**config.mk**
```make
export PLATFORM = sky130hd
export DESIGN_NAME = flic_ctrl
export DESIGN_NICKNAME = d
export VERILOG_FILES = /design/src/rtl/flic_pkg.sv /design/src/rtl/flic_ctrl.sv /design/src/rtl/flic_ext_pin.sv
export SDC_FILE = /design/constraint.sdc
export NUM_CORES = 1
export LEC_CHECK = 0
export BUFFER_PORTS_ARGS = -buffer_cell sky130_fd_sc_hd__buf_4
export CORE_UTILIZATION = 40
export DETAILED_ROUTE_END_ITERATION = 10
export GPL_TIMING_DRIVEN = 0
export PLACE_DENSITY = 0.69
export SYNTH_ARGS = -nofsm -noshare
export SYNTH_HDL_FRONTEND = slang
export SYNTH_SLANG_ARGS = --single-unit
```
**constraint.sdc**
```tcl
create_clock -name clock_i -period 4.05 [get_ports clock_i]
set_input_delay 0.2025 -clock clock_i [delete_from_list [all_inputs] [get_ports clock_i]]
set_output_delay 0.2025 -clock clock_i [all_outputs]
set_load 0.02 [all_outputs]
```
**src/rtl/flic_pkg.sv**
```systemverilog
package flic_pkg;

    // ------------------------------------------------------------------
    // Slots, vectors and register bit positions
    // ------------------------------------------------------------------
    localparam int NUM_SLOTS = 14;
    localparam int NUM_LEVELS = 4;
    localparam logic [15:0] VEC_BASE = 16'h0003;
    localparam int VEC_STEP_SHIFT = 3;
    localparam logic [3:0] SLOT_EXT0 = 4'h0;
    localparam logic [3:0] SLOT_TMR0 = 4'h1;
    localparam logic [3:0] SLOT_EXT1 = 4'h2;
    localparam logic [3:0] SLOT_TMR1 = 4'h3;
    localparam logic [3:0] SLOT_SERIAL = 4'h4;
    localparam logic [3:0] SLOT_TMR2 = 4'h5;
    localparam logic [3:0] SLOT_RESERVED = 4'h6;
    localparam logic [3:0] SLOT_SPI = 4'h7;
    localparam logic [3:0] SLOT_ADC = 4'h8;
    localparam logic [3:0] SLOT_ARRAY = 4'h9;
    localparam logic [3:0] SLOT_SYSTEM = 4'ha;
    localparam logic [3:0] SLOT_KEYPAD = 4'hb;
    localparam logic [3:0] SLOT_TWO_WIRE = 4'hc;
    localparam logic [3:0] SLOT_COMPARATOR = 4'hd;

    localparam int TIMER_CONTROL_REG_EXT0_BIT = 1;
    localparam int TIMER_CONTROL_REG_EXT1_BIT = 3;
    localparam int TIMER_CONTROL_REG_TMR0_BIT = 5;
    localparam int TIMER_CONTROL_REG_TMR1_BIT = 7;
    localparam logic [7:0] TIMER_CONTROL_REG_RESET = 8'h00;

    // Extended register bit 4 is unused; slots 7..13 map to bits 0,1,2,3,5,6,7.
    localparam int EXT_RESERVED_BIT = 4;
    localparam int GLOBAL_ENABLE_BIT = 7;

    // ------------------------------------------------------------------
    // Carriers
    // ------------------------------------------------------------------
    typedef struct packed {
        logic serial_rx_done;
        logic serial_tx_done;
        logic timer2_overflow_flag;
        logic timer2_external_flag;
        logic timer2_low_overflow_flag;
        logic timer2_split;
        logic spi_transfer_done;
        logic adc_conversion_done;
        logic adc_window_flag;
        logic adc_sampling_flag;
        logic array_base_overflow;
        logic [3:0] array_module_flags;
        logic rtc_overflow_flag;
        logic brownout_a_flag;
        logic brownout_b_flag;
        logic watchdog_overflow_flag;
        logic stack_warning_flag;
        logic clock_fail_flag;
        logic nonvolatile_write_flag;
        logic bus_start_detect_flag;
        logic bus_stop_detect_flag;
        logic tx_done_to_system_vector;
        logic keypad_match_flag;
        logic two_wire_state_flag;
        logic comparator_edge_flag;
    } flic_src_flags_t;

    typedef struct packed {
        logic [7:0] primary_enable_reg;
        logic [7:0] extended_enable_reg;
        logic [7:0] priority_high_reg;
        logic [7:0] priority_low_reg;
        logic [7:0] ext_priority_high_reg;
        logic [7:0] ext_priority_low_reg;
        logic ext_pin0_type;
        logic ext_pin1_type;
        logic ext_pin0_polarity;
        logic ext_pin1_polarity;
    } flic_cfg_t;

    typedef enum logic [1:0] {
        FLIC_IDLE = 2'b01,
        FLIC_CALL = 2'b10
    } flic_state_t;

endpackage : flic_pkg

```
**src/rtl/flic_ctrl.sv**
```systemverilog
// How it works
// Slot n vectors to 0003h plus eight times n; slot 6 is reserved.
// A slot requests when any flag is set, its enable is 1, global is 1.
// Global enable 0 blocks every slot; 1 lets each enable decide.
// Software writes to request flags act like hardware set or clear, except external flags in level mode.
// Equal-level requests are served lowest slot first.
// Each external pin is level or edge sensed by its own type bit.
// Vectoring clears an external flag only in edge mode; level follows the pin.
// Timer 0 and 1 overflow flags clear automatically when vectored.
// Serial request is receive-done OR transmit-done; software clears both.
// Timer 2 request ORs overflow, external and split low-overflow flags.
// SPI done flag raises the SPI request and stays set on vectoring.
// ADC request ORs conversion-done, window and sampling flags.
// Counter array request ORs base overflow and four module flags.
// System request ORs nine system flags, plus tx-done when routed.
// System flags are set by their sources and never cleared on vectoring.
// Keypad, two-wire and comparator flags each request and stay set.
// External flags sit at timer-control bits 1 and 3, timer flags 5, 7.
// Enables map to primary bits 0-5 and extended bits 0-3, 5-7.
// Each slot has a high and a low priority bit.
// Pair 11 is top level; running handlers block equal or lower levels.
// Flags sampled each clock, polled next; call only at instruction end.
// After a return or enable/priority write one more instruction runs first; the code lets two more run before the call.
// Polarity 0 selects low or falling; polarity 1 selects high or rising.
// Vector and strobe go to the core; edge-mode external and timer 0/1 flags clear on its acknowledge.
`timescale 1ns/1ps

module flic_ctrl
    import flic_pkg::*;
(
    // Clock and reset
    input logic clock_i,
    input logic rstn_i,
    // External pins and timer events
    input logic ext_pin0_input_i,
    input logic ext_pin1_input_i,
    input logic timer0_overflow_i,
    input logic timer1_overflow_i,
    // Flags owned by the peripheral blocks
    input flic_src_flags_t src_flags_i,
    // Configuration registers held by the core
    input flic_cfg_t cfg_i,
    // Software write of the timer control register flags
    input logic timer_control_reg_we_i,
    input logic [7:0] timer_control_reg_wdata_i,
    // Instruction sequencer
    input logic insn_last_i,
    input logic insn_block_i,
    input logic reti_i,
    input logic vector_ack_i,
    // Vectored call request
    output logic vector_req_o,
    output logic [15:0] vector_addr_o,
    // Status
    output logic [7:0] timer_control_reg_o,
    output logic [NUM_LEVELS-1:0] active_levels_o,
    output logic [NUM_SLOTS-1:0] pending_o
);

    // ------------------------------------------------------------------
    // Reset release
    // ------------------------------------------------------------------
    logic rst_meta_q;
    logic rst_n;

    always_ff @(posedge clock_i or negedge rstn_i) begin
        if (!rstn_i) begin
            rst_meta_q <= 1'b0;
            rst_n <= 1'b0;
        end else begin
            rst_meta_q <= 1'b1;
            rst_n <= rst_meta_q;
        end
    end

    // Spreads an 8-bit primary and an 8-bit extended register over the slots.
    function automatic logic [NUM_SLOTS-1:0] slot_bits(input logic [7:0] prim, input logic [7:0] ext);
        logic [NUM_SLOTS-1:0] r;
        r = '0;
        r[5:0] = prim[5:0];
        r[10:7] = ext[3:0];
        r[13:11] = ext[7:5];
        return r;
    endfunction : slot_bits

    // ------------------------------------------------------------------
    // External pin detection
    // ------------------------------------------------------------------
    logic ext0_active;
    logic ext0_edge;
    logic ext1_active;
    logic ext1_edge;

    flic_ext_pin u_ext0 (
        .clock_i(clock_i),
        .rst_n_i(rst_n),
        .pin_i(ext_pin0_input_i),
        .polarity_i(cfg_i.ext_pin0_polarity),
        .active_o(ext0_active),
        .edge_o(ext0_edge)
    );

    flic_ext_pin u_ext1 (
        .clock_i(clock_i),
        .rst_n_i(rst_n),
        .pin_i(ext_pin1_input_i),
        .polarity_i(cfg_i.ext_pin1_polarity),
        .active_o(ext1_active),
        .edge_o(ext1_edge)
    );

    // ------------------------------------------------------------------
    // Timer control register flags
    // ------------------------------------------------------------------
    flic_state_t state_q;
    logic [3:0] win_slot_q;
    logic [1:0] win_lvl_q;
    logic call_ack;
    logic ext_pin0_request_q;
    logic ext_pin1_request_q;
    logic timer0_overflow_flag_q;
    logic timer1_overflow_flag_q;

    assign call_ack = vector_ack_i && (state_q == FLIC_CALL);

    // Hardware set always wins over a software or acknowledge clear.
    always_ff @(posedge clock_i or negedge rst_n) begin
        if (!rst_n) begin
            ext_pin0_request_q <= TIMER_CONTROL_REG_RESET[TIMER_CONTROL_REG_EXT0_BIT];
            ext_pin1_request_q <= TIMER_CONTROL_REG_RESET[TIMER_CONTROL_REG_EXT1_BIT];
        end else begin
            // Level mode tracks the pin, so a software write has no effect there.
            if (!cfg_i.ext_pin0_type) begin
                ext_pin0_request_q <= ext0_active;
            end else if (ext0_edge) begin
                ext_pin0_request_q <= 1'b1;
            end else if (timer_control_reg_we_i) begin
                ext_pin0_request_q <= timer_control_reg_wdata_i[TIMER_CONTROL_REG_EXT0_BIT];
            end else if (call_ack && win_slot_q == SLOT_EXT0) begin
                ext_pin0_request_q <= 1'b0;
            end
            if (!cfg_i.ext_pin1_type) begin
                ext_pin1_request_q <= ext1_active;
            end else if (ext1_edge) begin
                ext_pin1_request_q <= 1'b1;
            end else if (timer_control_reg_we_i) begin
                ext_pin1_request_q <= timer_control_reg_wdata_i[TIMER_CONTROL_REG_EXT1_BIT];
            end else if (call_ack && win_slot_q == SLOT_EXT1) begin
                ext_pin1_request_q <= 1'b0;
            end
        end
    end

    always_ff @(posedge clock_i or negedge rst_n) begin
        if (!rst_n) begin
            timer0_overflow_flag_q <= TIMER_CONTROL_REG_RESET[TIMER_CONTROL_REG_TMR0_BIT];
            timer1_overflow_flag_q <= TIMER_CONTROL_REG_RESET[TIMER_CONTROL_REG_TMR1_BIT];
        end else begin
            if (timer0_overflow_i) begin
                timer0_overflow_flag_q <= 1'b1;
            end else if (timer_control_reg_we_i) begin
                timer0_overflow_flag_q <= timer_control_reg_wdata_i[TIMER_CONTROL_REG_TMR0_BIT];
            end else if (call_ack && win_slot_q == SLOT_TMR0) begin
                timer0_overflow_flag_q <= 1'b0;
            end
            if (timer1_overflow_i) begin
                timer1_overflow_flag_q <= 1'b1;
            end else if (timer_control_reg_we_i) begin
                timer1_overflow_flag_q <= timer_control_reg_wdata_i[TIMER_CONTROL_REG_TMR1_BIT];
            end else if (call_ack && win_slot_q == SLOT_TMR1) begin
                timer1_overflow_flag_q <= 1'b0;
            end
        end
    end

    always_ff @(posedge clock_i or negedge rst_n) begin
        if (!rst_n) begin
            timer_control_reg_o <= TIMER_CONTROL_REG_RESET;
        end else begin
            timer_control_reg_o <= TIMER_CONTROL_REG_RESET;
            timer_control_reg_o[TIMER_CONTROL_REG_EXT0_BIT] <= ext_pin0_request_q;
            timer_control_reg_o[TIMER_CONTROL_REG_EXT1_BIT] <= ext_pin1_request_q;
            timer_control_reg_o[TIMER_CONTROL_REG_TMR0_BIT] <= timer0_overflow_flag_q;
            timer_control_reg_o[TIMER_CONTROL_REG_TMR1_BIT] <= timer1_overflow_flag_q;
        end
    end

    // ------------------------------------------------------------------
    // Request gathering and sampling
    // ------------------------------------------------------------------
    logic [NUM_SLOTS-1:0] flag_vec;
    logic [NUM_SLOTS-1:0] en_vec;
    logic [NUM_SLOTS-1:0] req_vec;
    logic [NUM_SLOTS-1:0] samp_q;
    logic global_en;

    // The peripheral flags stay set until their owners clear them.
    always_comb begin
        flag_vec = '0;
        flag_vec[SLOT_EXT0] = ext_pin0_request_q;
        flag_vec[SLOT_TMR0] = timer0_overflow_flag_q;
        flag_vec[SLOT_EXT1] = ext_pin1_request_q;
        flag_vec[SLOT_TMR1] = timer1_overflow_flag_q;
        flag_vec[SLOT_SERIAL] = src_flags_i.serial_rx_done | src_flags_i.serial_tx_done;
        flag_vec[SLOT_TMR2] = src_flags_i.timer2_overflow_flag | src_flags_i.timer2_external_flag
            | (src_flags_i.timer2_split & src_flags_i.timer2_low_overflow_flag);
        flag_vec[SLOT_SPI] = src_flags_i.spi_transfer_done;
        flag_vec[SLOT_ADC] = src_flags_i.adc_conversion_done | src_flags_i.adc_window_flag
            | src_flags_i.adc_sampling_flag;
        flag_vec[SLOT_ARRAY] = src_flags_i.array_base_overflow | (|src_flags_i.array_module_flags);
        flag_vec[SLOT_SYSTEM] = src_flags_i.rtc_overflow_flag | src_flags_i.brownout_a_flag
            | src_flags_i.brownout_b_flag | src_flags_i.watchdog_overflow_flag
            | src_flags_i.stack_warning_flag | src_flags_i.clock_fail_flag
            | src_flags_i.nonvolatile_write_flag | src_flags_i.bus_start_detect_flag
            | src_flags_i.bus_stop_detect_flag
            | (src_flags_i.tx_done_to_system_vector & src_flags_i.serial_tx_done);
        flag_vec[SLOT_KEYPAD] = src_flags_i.keypad_match_flag;
        flag_vec[SLOT_TWO_WIRE] = src_flags_i.two_wire_state_flag;
        flag_vec[SLOT_COMPARATOR] = src_flags_i.comparator_edge_flag;
    end

    assign global_en = cfg_i.primary_enable_reg[GLOBAL_ENABLE_BIT];
    assign en_vec = slot_bits(cfg_i.primary_enable_reg, cfg_i.extended_enable_reg);
    assign req_vec = global_en ? (flag_vec & en_vec) : '0;

    always_ff @(posedge clock_i or negedge rst_n) begin
        if (!rst_n) begin
            samp_q <= '0;
        end else begin
            samp_q <= req_vec;
        end
    end

    // ------------------------------------------------------------------
    // Priority resolution
    // ------------------------------------------------------------------
    logic [NUM_SLOTS-1:0] prio_h;
    logic [NUM_SLOTS-1:0] prio_l;
    logic [NUM_LEVELS-1:0] act_q;
    logic win_valid;
    logic [3:0] win_slot;
    logic [1:0] win_lvl;
    logic act_any;
    logic [1:0] act_top;

    assign prio_h = slot_bits(cfg_i.priority_high_reg, cfg_i.ext_priority_high_reg);
    assign prio_l = slot_bits(cfg_i.priority_low_reg, cfg_i.ext_priority_low_reg);

    // Outer loop climbs the levels, inner loop walks slots downward, so the
    // last hit is the highest level and, within it, the lowest slot.
    always_comb begin
        win_valid = 1'b0;
        win_slot = '0;
        win_lvl = '0;
        for (int lv = 0; lv < NUM_LEVELS; lv++) begin
            for (int s = NUM_SLOTS - 1; s >= 0; s--) begin
                if (samp_q[s] && {prio_h[s], prio_l[s]} == lv[1:0]) begin
                    win_valid = 1'b1;
                    win_slot = s[3:0];
                    win_lvl = lv[1:0];
                end
            end
        end
    end

    always_comb begin
        act_any = 1'b0;
        act_top = '0;
        for (int lv = 0; lv < NUM_LEVELS; lv++) begin
            if (act_q[lv]) begin
                act_any = 1'b1;
                act_top = lv[1:0];
            end
        end
    end

    // ------------------------------------------------------------------
    // Call sequencing
    // ------------------------------------------------------------------
    logic hold_q;
    logic may_call;

    // A blocking instruction leaves a hold that lasts through the next one.
    always_ff @(posedge clock_i or negedge rst_n) begin
        if (!rst_n) begin
            hold_q <= 1'b0;
        end else if (insn_last_i) begin
            hold_q <= insn_block_i;
        end
    end

    assign may_call = win_valid && insn_last_i && !insn_block_i && !hold_q
        && (!act_any || win_lvl > act_top);

    always_ff @(posedge clock_i or negedge rst_n) begin
        if (!rst_n) begin
            state_q <= FLIC_IDLE;
            win_slot_q <= '0;
            win_lvl_q <= '0;
        end else begin
            unique case (state_q)
                FLIC_IDLE: begin
                    if (may_call) begin
                        state_q <= FLIC_CALL;
                        win_slot_q <= win_slot;
                        win_lvl_q <= win_lvl;
                    end
                end
                FLIC_CALL: begin
                    if (vector_ack_i) begin
                        state_q <= FLIC_IDLE;
                    end
                end
                default: begin
                    state_q <= FLIC_IDLE;
                end
            endcase
        end
    end

    // A return drops the highest level in progress; an acknowledge opens one.
    always_ff @(posedge clock_i or negedge rst_n) begin
        if (!rst_n) begin
            act_q <= '0;
        end else begin
            for (int lv = 0; lv < NUM_LEVELS; lv++) begin
                if (call_ack && win_lvl_q == lv[1:0]) begin
                    act_q[lv] <= 1'b1;
                end else if (reti_i && act_any && act_top == lv[1:0]) begin
                    act_q[lv] <= 1'b0;
                end
            end
        end
    end

    always_ff @(posedge clock_i or negedge rst_n) begin
        if (!rst_n) begin
            vector_req_o <= 1'b0;
            vector_addr_o <= VEC_BASE;
            active_levels_o <= '0;
            pending_o <= '0;
        end else begin
            vector_req_o <= (state_q == FLIC_IDLE) ? may_call : !vector_ack_i;
            if (state_q == FLIC_IDLE && may_call) begin
                vector_addr_o <= VEC_BASE + {9'h000, win_slot, 3'h0};
            end
            active_levels_o <= act_q;
            pending_o <= samp_q;
        end
    end

    // ------------------------------------------------------------------
    // Checks
    // ------------------------------------------------------------------
    property p_vec_addr;
        @(posedge clock_i) disable iff (!rst_n)
        vector_req_o |-> (vector_addr_o[2:0] == 3'h3 && vector_addr_o <= 16'h006b && vector_addr_o != 16'h0033);
    endproperty
    a_vec_addr: assert property (p_vec_addr) else $error("vector address off grid");

    property p_req_enabled;
        @(posedge clock_i) disable iff (!rst_n)
        (samp_q != '0) |-> ($past(global_en) && (samp_q & ~$past(en_vec)) == '0);
    endproperty
    a_req_enabled: assert property (p_req_enabled) else $error("request taken while disabled");

    property p_call_at_end;
        @(posedge clock_i) disable iff (!rst_n)
        $rose(vector_req_o) |-> $past(insn_last_i) && $past(samp_q) != '0;
    endproperty
    a_call_at_end: assert property (p_call_at_end) else $error("call outside instruction end");

    property p_call_level;
        @(posedge clock_i) disable iff (!rst_n)
        $rose(vector_req_o) |-> (!$past(act_any) || win_lvl_q > $past(act_top));
    endproperty
    a_call_level: assert property (p_call_level) else $error("call did not outrank running level");

    property p_hold_after_block;
        @(posedge clock_i) disable iff (!rst_n)
        (insn_last_i && insn_block_i) |=> !$rose(vector_req_o);
    endproperty
    a_hold_after_block: assert property (p_hold_after_block) else $error("call right after blocking insn");

    property p_tmr0_clear;
        @(posedge clock_i) disable iff (!rst_n)
        (call_ack && win_slot_q == SLOT_TMR0 && !timer0_overflow_i && !timer_control_reg_we_i) |=> !timer0_overflow_flag_q;
    endproperty
    a_tmr0_clear: assert property (p_tmr0_clear) else $error("timer 0 flag survived vectoring");

    property p_level_follows;
        @(posedge clock_i) disable iff (!rst_n)
        !cfg_i.ext_pin0_type |=> ext_pin0_request_q == $past(ext0_active);
    endproperty
    a_level_follows: assert property (p_level_follows) else $error("level flag not tracking pin");

    property p_req_stable;
        @(posedge clock_i) disable iff (!rst_n)
        (vector_req_o && !vector_ack_i) |=> vector_req_o && $stable(vector_addr_o);
    endproperty
    a_req_stable: assert property (p_req_stable) else $error("request dropped before acknowledge");

endmodule : flic_ctrl

```
**src/rtl/flic_ext_pin.sv**
```systemverilog
`timescale 1ns/1ps

module flic_ext_pin
    import flic_pkg::*;
(
    // Clock and reset
    input logic clock_i,
    input logic rst_n_i,
    // Pin and sense selection
    input logic pin_i,
    input logic polarity_i,
    // Detected conditions
    output logic active_o,
    output logic edge_o
);

    logic prev_q;
    logic primed_q;
    logic active_q;
    logic edge_q;
    logic now_active;

    // Polarity 0 means low level or falling edge, 1 means high or rising.
    assign now_active = (pin_i == polarity_i);

    always_ff @(posedge clock_i or negedge rst_n_i) begin
        if (!rst_n_i) begin
            prev_q <= 1'b0;
            primed_q <= 1'b0;
            active_q <= 1'b0;
            edge_q <= 1'b0;
        end else begin
            prev_q <= pin_i;
            primed_q <= 1'b1;
            active_q <= now_active;
            // The reset value of the previous sample is not the pin's level, so no edge is
            // taken until one real sample has been stored; a high pin in rising mode would
            // otherwise raise a false request right after reset.
            edge_q <= primed_q && now_active && (prev_q != polarity_i);
        end
    end

    assign active_o = active_q;
    assign edge_o = edge_q;

endmodule : flic_ext_pin

```
==> results.md, run 1 <==
- Setup Skew: 0.00995 ns
- Overall routing resource usage: 22.2%
- Post-Synth Adder-Cell Area: 0.728%
- CTS H-tree lvls: 3
- Placement row count: 33
- # Max-Cap Violations: 0
- EDFF count, synth: 0
- Clk Latency, worst-skew pair: 0.34 ns
- Utilization after layout: 56.8%
- Tcrit/Tclk final: 88.2%
- Initial Util: 41.7%
- Worst-Margin Slew: 0.610 ns
- Seq/Total Area, Yosys: 44.4%
- Slew Limit Fails: 0
- Vias in the first global route: 2937
- CTS root buffer: clkbuf_8
- Die span in y: 94.7 µm
- CTS sink count: 61
- Fill cell count: 753
- Kind of critical path: reg -> reg
- Min-Delay Path Class: in -> reg
- Routed len/inst: 15.9 µm
- Post-route antenna net violation count: 0
- Synth Instances: 344
- Setup TNS: 0 ns
- Worst endpoint required time: 4.27 ns
- Compound-Gate Fraction of Synth Area: 16.2%
- Nets: 589
- Mux share of post-synthesis cell area: 1.20%
- Post-synthesis xor/xnor area fraction: 0.509%
- Synth unique cells: 66
- #FFs+latches synth: 61
- Synthesized area: 3440 µm²
- Ports: 142
- Pwr dens: 337 nW/µm²
- Die X: 94.7 µm
- Worst setup EP type: register
- CTS buffer count: 9
- Critical path peak fanout: 8
- Status: complete, no violations
- DRC errors left: 0
- First-pass GRT wire length: 14.9 mm
- Setup violators final: 0
- IO Port Bufs: 112
- Synth warnings: 0
- Setup crit start kind: register
- Relative slew slack: 58.8%
- Final min period: 3.57 ns
- Final Hold Viols: 0
- RSZ-0062 raised after global routing: no
- Iter 0 DRT Violations: 280
- Dpl hpwl: 7.54 mm
- Mean cell area of the mapped netlist: 10.0 µm²
- Drt total wl: 9.51 mm
- CTS tree: yes
- Worst path arrival time: 3.80 ns
- Cts repair resizes: 0
- Routability cong.: 0.852
- Total grt overflow: 0
- Clk buf depth: 2
- Asr flop ratio synth: 100%
- Layout cell share with drive strength beyond 1: 33.5%
- Drt via density: 5.40
- VDD IR-drop max: 174 µV
- Die area: 8970 µm²
- Largest net degree at the start of global routing: 35
- DR pass1 iterations: 6
- Top_reg_cell synth: dfrtp_1
- Clk slew on worst S/H paths: 0.07 ns
- F_max: 280 MHz
- Area grow syn2layout: 36.5%
- Antenna cells: 0
- Leakage power: 2.31 nW
- Vias: 3229
- Largest family of logic cells by synthesized area: simple AND/OR/NAND/NOR gates
- Final Power: 1.58 mW
- Initial antenna violation count: 0
- CORE AREA: 8260 µm²
- Simple-gate share of the synthesized area: 31.9%
layer usage:
layer	GRT usage (%)	part of all wire [%]	vias up
li1	-	-	1575
met1	31.1	45	1516
met2	33.8	46	125
met3	5.80	7.3	13
met4	6.19	1.2	0
met5	0	0	-
path summary, 6_finish.rpt:
| kind | from | endpoint | slack, ns | depth (start not counted) |
|---|---|---|---|---|
| worst max-delay path | samp_q[2] | win_lvl_q[1] | 0.48 | 12 |
| worst min-delay path | cfg_i[3] | ext_pin0_request_q | 0.03 | 2 |
| worst max register to register | samp_q[2] | win_lvl_q[1] | 0.48 | 12 |
| worst min register to register | rst_n | win_slot_q[0] | 0.27 | 0 |
| max in group asynchronous | rst_n | samp_q[9] | 3.19 | 1 |
| min in group asynchronous | rstn_i | rst_meta_q | 0.18 | 2 |
kinds of logic (layout without fill, tap and decap cells):
kind of cell	Yosys count	after routing
buffers and inverters	26	158
XOR/XNOR	2	2
AO/OA/AOI/OAI	80	80
flip-flops	61	61
AND/OR/NAND/NOR	168	168
adder cells (fa/ha/maj)	2	2
multiplexers	3	3
other	2	19
registers in the layout (all words and copies together), names as in the netlist, 2 cells and up:
register and cells:
timer_control_reg_o 4, win_lvl_q 2, active_levels_o 4, act_q 4
samp_q 13, pending_o 13, state_q 2, win_slot_q 4
per-stage QoR:
| stage | cells | hold slack [ns] | worst slack (ns) | instance area [µm²] |
|---|---|---|---|---|
| detailed placement | 579 | -0.0107 | 0.507 | 4500 |
| global placement | 578 | -0.0148 | 0.500 | 4480 |
| global route | 598 | 0.0376 | 0.172 | 4690 |
| CTS | 598 | 0.0146 | 0.491 | 4690 |
| finish | 598 | 0.0285 | 0.477 | 4690 |
| floorplan | 361 | -0.0931 | 0.975 | 3500 |
area by class of cell:
| type | count | area (µm²) | area share, % |
|---|---|---|---|
| multi-input cells | 274 | 1810 | 38.5 |
| repair buffers | 116 | 891 | 19.0 |
| plain buffers | 19 | 143 | 3.04 |
| well taps | 105 | 131 | 2.80 |
| flip-flops and latches | 61 | 1530 | 32.6 |
| inverters | 7 | 26.3 | 0.560 |
| clock buffers | 10 | 128 | 2.72 |
| clock inverters | 6 | 40.0 | 0.853 |
cell usage after synthesis (all sizes together) (2+ instances only):
library cell | instances | area [µm²]
a211oi | 9 | 67.6
a21oi | 10 | 50.1
a31oi | 6 | 37.5
a41o | 2 | 20.0
and2 | 4 | 25.0
and3 | 16 | 100
and3b | 15 | 138
buf | 18 | 139
conb | 2 | 7.51
dfrtp | 60 | 1500
ha | 2 | 25.0
inv | 7 | 26.3
mux2 | 3 | 41.3
nand2 | 17 | 63.8
nand2b | 5 | 31.3
nand3 | 13 | 65.1
nand3b | 18 | 135
nand4 | 9 | 56.3
nor2 | 18 | 67.6
nor2b | 6 | 37.5
nor3 | 9 | 45.0
nor3b | 8 | 60.1
nor4 | 6 | 67.6
nor4b | 3 | 26.3
o211ai | 6 | 45.0
o21a | 2 | 15.0
o21ai | 21 | 105
o311a | 2 | 20.0
o311ai | 3 | 26.3
o31ai | 3 | 22.5
o32ai | 2 | 17.5
or2 | 4 | 25.0
or3b | 10 | 87.6
or4b | 2 | 23.8
xnor2 | 2 | 17.5
critical path, cell delays in order, from the launching register on:
cell      delay [ns]
dfrtp_1         0.41
and3_1          0.24
nor4bb_1        0.57
nand4_1         0.30
or2_1           0.33
ha_1            0.29
nor2b_1         0.11
o21ai_0         0.07
o41ai_1         0.06
nand4_1         0.31
or2_1           0.32
buf_6           0.14
mux2_4          0.29
report_power, final:
part	switching, mW	internal, mW
logic	0.192	0.200
clock network	0.253	0.221
registers	0.0541	0.665
total	0.498	1.09
layout by cell type (no fill, tap or decap), types with 5 or more instances in the layout:
cell,instances
inv_1,7
nand3b_1,18
buf_4,129
nor2_1,18
nor3b_1,8
nor3_1,9
nand2b_1,5
nand4_1,9
a31oi_1,6
conb_1,19
o211ai_1,6
nand3_1,13
dfrtp_1,59
a21oi_1,10
a211oi_1,9
or3b_1,6
o21ai_0,17
clkbuf_8,9
nand2_1,17
and3b_1,12
and3_1,16
nor2b_1,6
repair_timing:
action / 4_1_cts / 5_1_grt
hold buffers: 3 / 0
endpoints found under the hold margin: 4 / 0
setup endpoints to repair: 0 / 0
setup buffers: 0 / 0
Power figures use the tool's default switching activity.
==> run 2: changes to the inputs <==
--- a/config.mk
+++ b/config.mk
@@ -10,6 +10,7 @@
 export DETAILED_ROUTE_END_ITERATION = 10
 export GPL_TIMING_DRIVEN = 0
 export PLACE_DENSITY = 0.69
+export REMOVE_ABC_BUFFERS = 1
 export SYNTH_ARGS = -nofsm -noshare
 export SYNTH_HDL_FRONTEND = slang
 export SYNTH_SLANG_ARGS = --single-unit
==> results.md, run 2 (synthesis gave the netlist of run 1 again) <==
- Fin area: 4590 µm²
- Status: complete, no violations
- CTS H-tree lvls: 3
- Worst endpoint required time: 4.29 ns
- Most frequent cells in the layout: 112 x buf_4, 59 x dfrtp_1, 19 x conb_1
- Overall routing resource usage: 22.3%
- CTS root buffer: clkbuf_8
- Vias: 3202
- Placement row count: 33
- IO Port Bufs: 112
- CTS tree: yes
- Final min period: 3.73 ns
- Commonest non-fill, non-tap cell in the layout: buf_4
- Drt total wl: 9.58 mm
- Worst path cell trace: and3_1, nor4_1, nand4_1, or2_1, ha_1, nor2b_1, o21ai_0, o41ai_1, nand4_1, or2_1, mux2_4
- RSZ-0062 raised after global routing: no
- Power share of the combinational group: 22.8%
- VDD IR-drop max: 195 µV
- Worst-Margin Slew: 0.610 ns
- Routability cong.: 0.899
- WHS: 0.0383 ns
- Slowest cell on crit path: nor4_1
- Setup Skew: 0.00943 ns
- Setup WS post-layout: 0.316 ns
- F_max: 268 MHz
- Ports: 142
- Int Pwr: 1.15 mW
- Setup violators final: 0
- Drt via density: 5.53
- CTS buffer count: 9
- Clk buf depth: 2
- Psw: 520 µW
- Setup crit start kind: register
- Crit path buf inv count: 0
- Iter 0 DRT Violations: 182
- Utilization after layout: 55.6%
- Final Power: 1.67 mW
- CTS sink count: 61
- Leakage power: 2.23 nW
- # Max-Cap Violations: 0
- Worst setup EP type: register
- Routed len/inst: 16.6 µm
- Post-route antenna net violation count: 0
- Die X: 94.7 µm
- Sw frac: 31.2%
- Clk slew on worst S/H paths: 0.08 ns
- Min-Delay Path Class: in -> reg
- Layout cell share with drive strength beyond 1: 31.2%
- Pre-CTS setup slack: 0.361 ns
- Sequential share of power: 43.0%
- Relative slew slack: 58.7%
- Setup TNS: 0 ns
- Clk pwr share: 34.2%
- Initial Util: 41.7%
- Area after DPL: 4350 µm²
- Fill cell count: 792
- Antenna cells: 0
- CP delay by family, top: simple AND/OR/NAND/NOR gates
- Vias in the first global route: 3032
- Total grt overflow: 0
- CORE AREA: 8260 µm²
- Area grow syn2layout: 33.4%
- Worst path max stage delay: 0.57 ns
- Die span in y: 94.7 µm
- Register area: 1530 µm²
- Slew Limit Fails: 0
- Finished Layout Cells: 579
- Dpl hpwl: 7.67 mm
- DRC errors left: 0
- First-pass GRT wire length: 14.8 mm
- Kind of critical path: reg -> reg
- Nets: 570
- Critical path peak fanout: 8
- Initial antenna violation count: 0
- Die area: 8970 µm²
- Largest regs: pending_o: 13 flops, samp_q: 13 flops
- Worst path arrival time: 3.97 ns
- Largest net degree at the start of global routing: 38
- Final Hold Viols: 0
- Tcrit/Tclk final: 92.2%
- Multi-input logic area: 1810 µm²
- Pwr dens: 363 nW/µm²
- Dpl cells: 560
- DR pass1 iterations: 4
- Clk Latency, worst-skew pair: 0.35 ns
## run 2: cell type report
cell class / instances / area share (%)
tap: 105 / 2.86
clock buffer: 9 / 2.70
clock inverter: 7 / 1.77
timing repair buffer: 116 / 19.4
inverter: 7 / 0.573
multi-input combinational: 274 / 39.4
sequential: 61 / 33.3
## run 2: power groups by stage
stage | Sequential [mW] | Combinational, mW | Clock (mW)
floorplan | 0.754 | 0.170 | 0
global placement | 0.734 | 0.362 | 0
detailed placement | 0.730 | 0.377 | 0
CTS | 0.718 | 0.380 | 0.580
global route | 0.728 | 0.412 | 0.612
finish | 0.717 | 0.380 | 0.569
## run 2: metal layers
layer  GRT usage, %  up-vias  part of all wire [%]
li1               -     1532                     -
met4           8.96        0                   1.9
met2           34.7      102                    48
met1           30.2     1553                    46
met3           4.51       15                   5.0
met5              0        -                     0
## run 2: what timing repair did
item | CTS | global route
resized for setup | 0 | 0
setup buffers | 0 | 0
endpoints found under the hold margin | 4 | 0
hold buffers | 3 | 0
## run 2: tightest hold or removal path: cells and delay by family
| family | cells | cell delay [ns] |
|---|---|---|
| compound gates | 2 | 0.08 |
| buf+inv | 1 | 0.08 |
## run 2: path summary, 6_finish.rpt
kind / from / endpoint / slack (ns) / cells after the start
setup / recovery: samp_q[12] / win_lvl_q[1] / 0.32 / 11
hold / removal: timer0_overflow_i / timer0_overflow_flag_q / 0.04 / 3
setup reg to reg: samp_q[12] / win_lvl_q[1] / 0.32 / 11
hold reg to reg: rst_n / vector_req_o / 0.25 / 0
max in group asynchronous: rst_n / samp_q[5] / 3.22 / 1
min in group asynchronous: rstn_i / rst_n / 0.16 / 2
==> run 3: changes to the inputs <==
--- a/config.mk
+++ b/config.mk
@@ -6,10 +6,11 @@
 export NUM_CORES = 1
 export LEC_CHECK = 0
 export BUFFER_PORTS_ARGS = -buffer_cell sky130_fd_sc_hd__buf_4
+export CORE_MARGIN = 3
 export CORE_UTILIZATION = 40
 export DETAILED_ROUTE_END_ITERATION = 10
 export GPL_TIMING_DRIVEN = 0
-export PLACE_DENSITY = 0.69
+export PLACE_DENSITY = 0.65
 export REMOVE_ABC_BUFFERS = 1
 export SYNTH_ARGS = -nofsm -noshare
 export SYNTH_HDL_FRONTEND = slang
==> results.md, run 3 (synthesis gave the netlist of run 1 again) <==
- Int Pwr: 1.11 mW
- VDD IR-drop max: 162 µV
- CORE AREA: 8300 µm²
- Sw frac: 30.8%
- F_max: 274 MHz
- IO Port Bufs: 112
- Sequential share of power: 45.1%
- Fill cell count: 757
- Initial Util: 41.4%
- Worst path arrival time: 3.87 ns
- Total grt overflow: 0
- Critical path peak fanout: 8
- Clk buf depth: 2
- Vias: 3155
- Overall routing resource usage: 20.9%
- Kind of critical path: reg -> reg
- Initial antenna violation count: 0
- Placement row count: 33
- Post-CTS setup buffers: 0
- Multi-input logic area: 1810 µm²
- First-pass GRT wire length: 16.1 mm
- Slew Limit Fails: 0
- Nets: 570
- RSZ-0062 raised after global routing: no
- Clk Latency, worst-skew pair: 0.34 ns
- Min-Delay Path Class: in -> reg
- Die X: 98.7 µm
- Power share of the combinational group: 23.6%
- CTS H-tree lvls: 3
- Worst-Margin Slew: 0.660 ns
- Leakage power: 2.22 nW
- Commonest non-fill, non-tap cell in the layout: buf_4
- Clk pwr share: 31.3%
- Largest net degree at the start of global routing: 33
- CTS sink count: 61
- Pwr dens: 351 nW/µm²
- Drt via density: 5.45
- Clk slew on worst S/H paths: 0.06 ns
- Worst setup EP type: register
- Setup Skew: 0.0135 ns
- Iter 0 DRT Violations: 132
- DRC errors left: 0
- Final Hold Viols: 0
- Setup violators final: 0
- Cts hold-fix bufs: 3
- Ports: 142
- Routability cong.: 0.902
- Layout cell share with drive strength beyond 1: 30.8%
- Drt total wl: 9.79 mm
- DR pass1 iterations: 4
- Vias in the first global route: 3198
- WHS: 0.0465 ns
- Status: complete, no violations
- Worst endpoint required time: 4.27 ns
- Routed len/inst: 16.9 µm
- CTS buffer count: 9
- Dpl hpwl: 7.95 mm
- CTS root buffer: clkbuf_8
- CTS tree: yes
- Area grow syn2layout: 32.7%
- Die area: 9750 µm²
- Tcrit/Tclk final: 90.2%
- # Max-Cap Violations: 0
- Relative slew slack: 55.6%
- Cts repair resizes: 0
- Register area: 1530 µm²
- Antenna cells: 0
- Largest regs: pending_o: 13 flops, samp_q: 13 flops
- Setup crit start kind: register
- Most frequent cells in the layout: 112 x buf_4, 59 x dfrtp_1, 19 x conb_1
- Setup TNS: 0 ns
- Psw: 494 µW
- Final min period: 3.65 ns
- Die span in y: 98.7 µm
- Post-route antenna net violation count: 0
run 3: worst max-delay path, stage by stage (launching register included):
cell     delay, ns
dfrtp_1       0.45
and3_1        0.25
nor4_1        0.57
nand4_1       0.30
or2_1         0.34
ha_1          0.30
nor2b_1       0.12
o21ai_0       0.08
o41ai_1       0.07
nand4_1       0.29
or2_1         0.43
mux2_4        0.34
run 3: area by class of cell:
cell class / instances / share of cell area (%)
clock buffers: 13 / 3.48
inverters: 7 / 0.576
multi-input cells: 274 / 39.6
clock inverters: 3 / 0.466
repair buffers: 116 / 19.5
well taps: 105 / 2.88
flip-flops and latches: 61 / 33.5
run 3: path summary, 6_finish.rpt:
path	from	end	slack, ns	cells after the start
max	samp_q[12]	win_slot_q[3]	0.40	11
min	cfg_i[3]	ext_pin0_request_q	0.05	2
max reg2reg	samp_q[12]	win_slot_q[3]	0.40	11
min reg2reg	rst_n	u_ext1.edge_o	0.30	0
max in group asynchronous	rst_n	state_q[0]	3.08	1
min in group asynchronous	rstn_i	rst_n	0.18	2
run 3: per-stage QoR:
stage / worst slack, ns / total power, mW / cells / cell area, µm² / utilization, %
2_1_floorplan: 0.987 / 0.924 / 342 / 3360 / -
3_3_place_gp: 0.404 / 1.10 / 559 / 4330 / 52.2
3_5_place_dp: 0.464 / 1.11 / 560 / 4350 / 52.5
4_1_cts: 0.418 / 1.62 / 579 / 4560 / 55.0
5_1_grt: 0.0836 / 1.69 / 579 / 4560 / 55.0
6_report: 0.396 / 1.60 / 579 / 4560 / 55.0
run 3: power by group through the flow:
stage | logic [mW] | clock network [mW] | registers (mW)
6_report | 0.379 | 0.501 | 0.723
5_1_grt | 0.415 | 0.547 | 0.730
4_1_cts | 0.381 | 0.521 | 0.722
3_5_place_dp | 0.376 | 0 | 0.733
3_3_place_gp | 0.364 | 0 | 0.736
2_1_floorplan | 0.170 | 0 | 0.754
run 3: routing by layer:
metal | routed length (µm) | GRT usage [%] | up-vias
li1 | - | - | 1535
met1 | 4310 | 27.7 | 1470
met2 | 4400 | 33.5 | 138
met3 | 923 | 5.45 | 12
met4 | 152 | 6.72 | 0
met5 | 0 | 0 | -
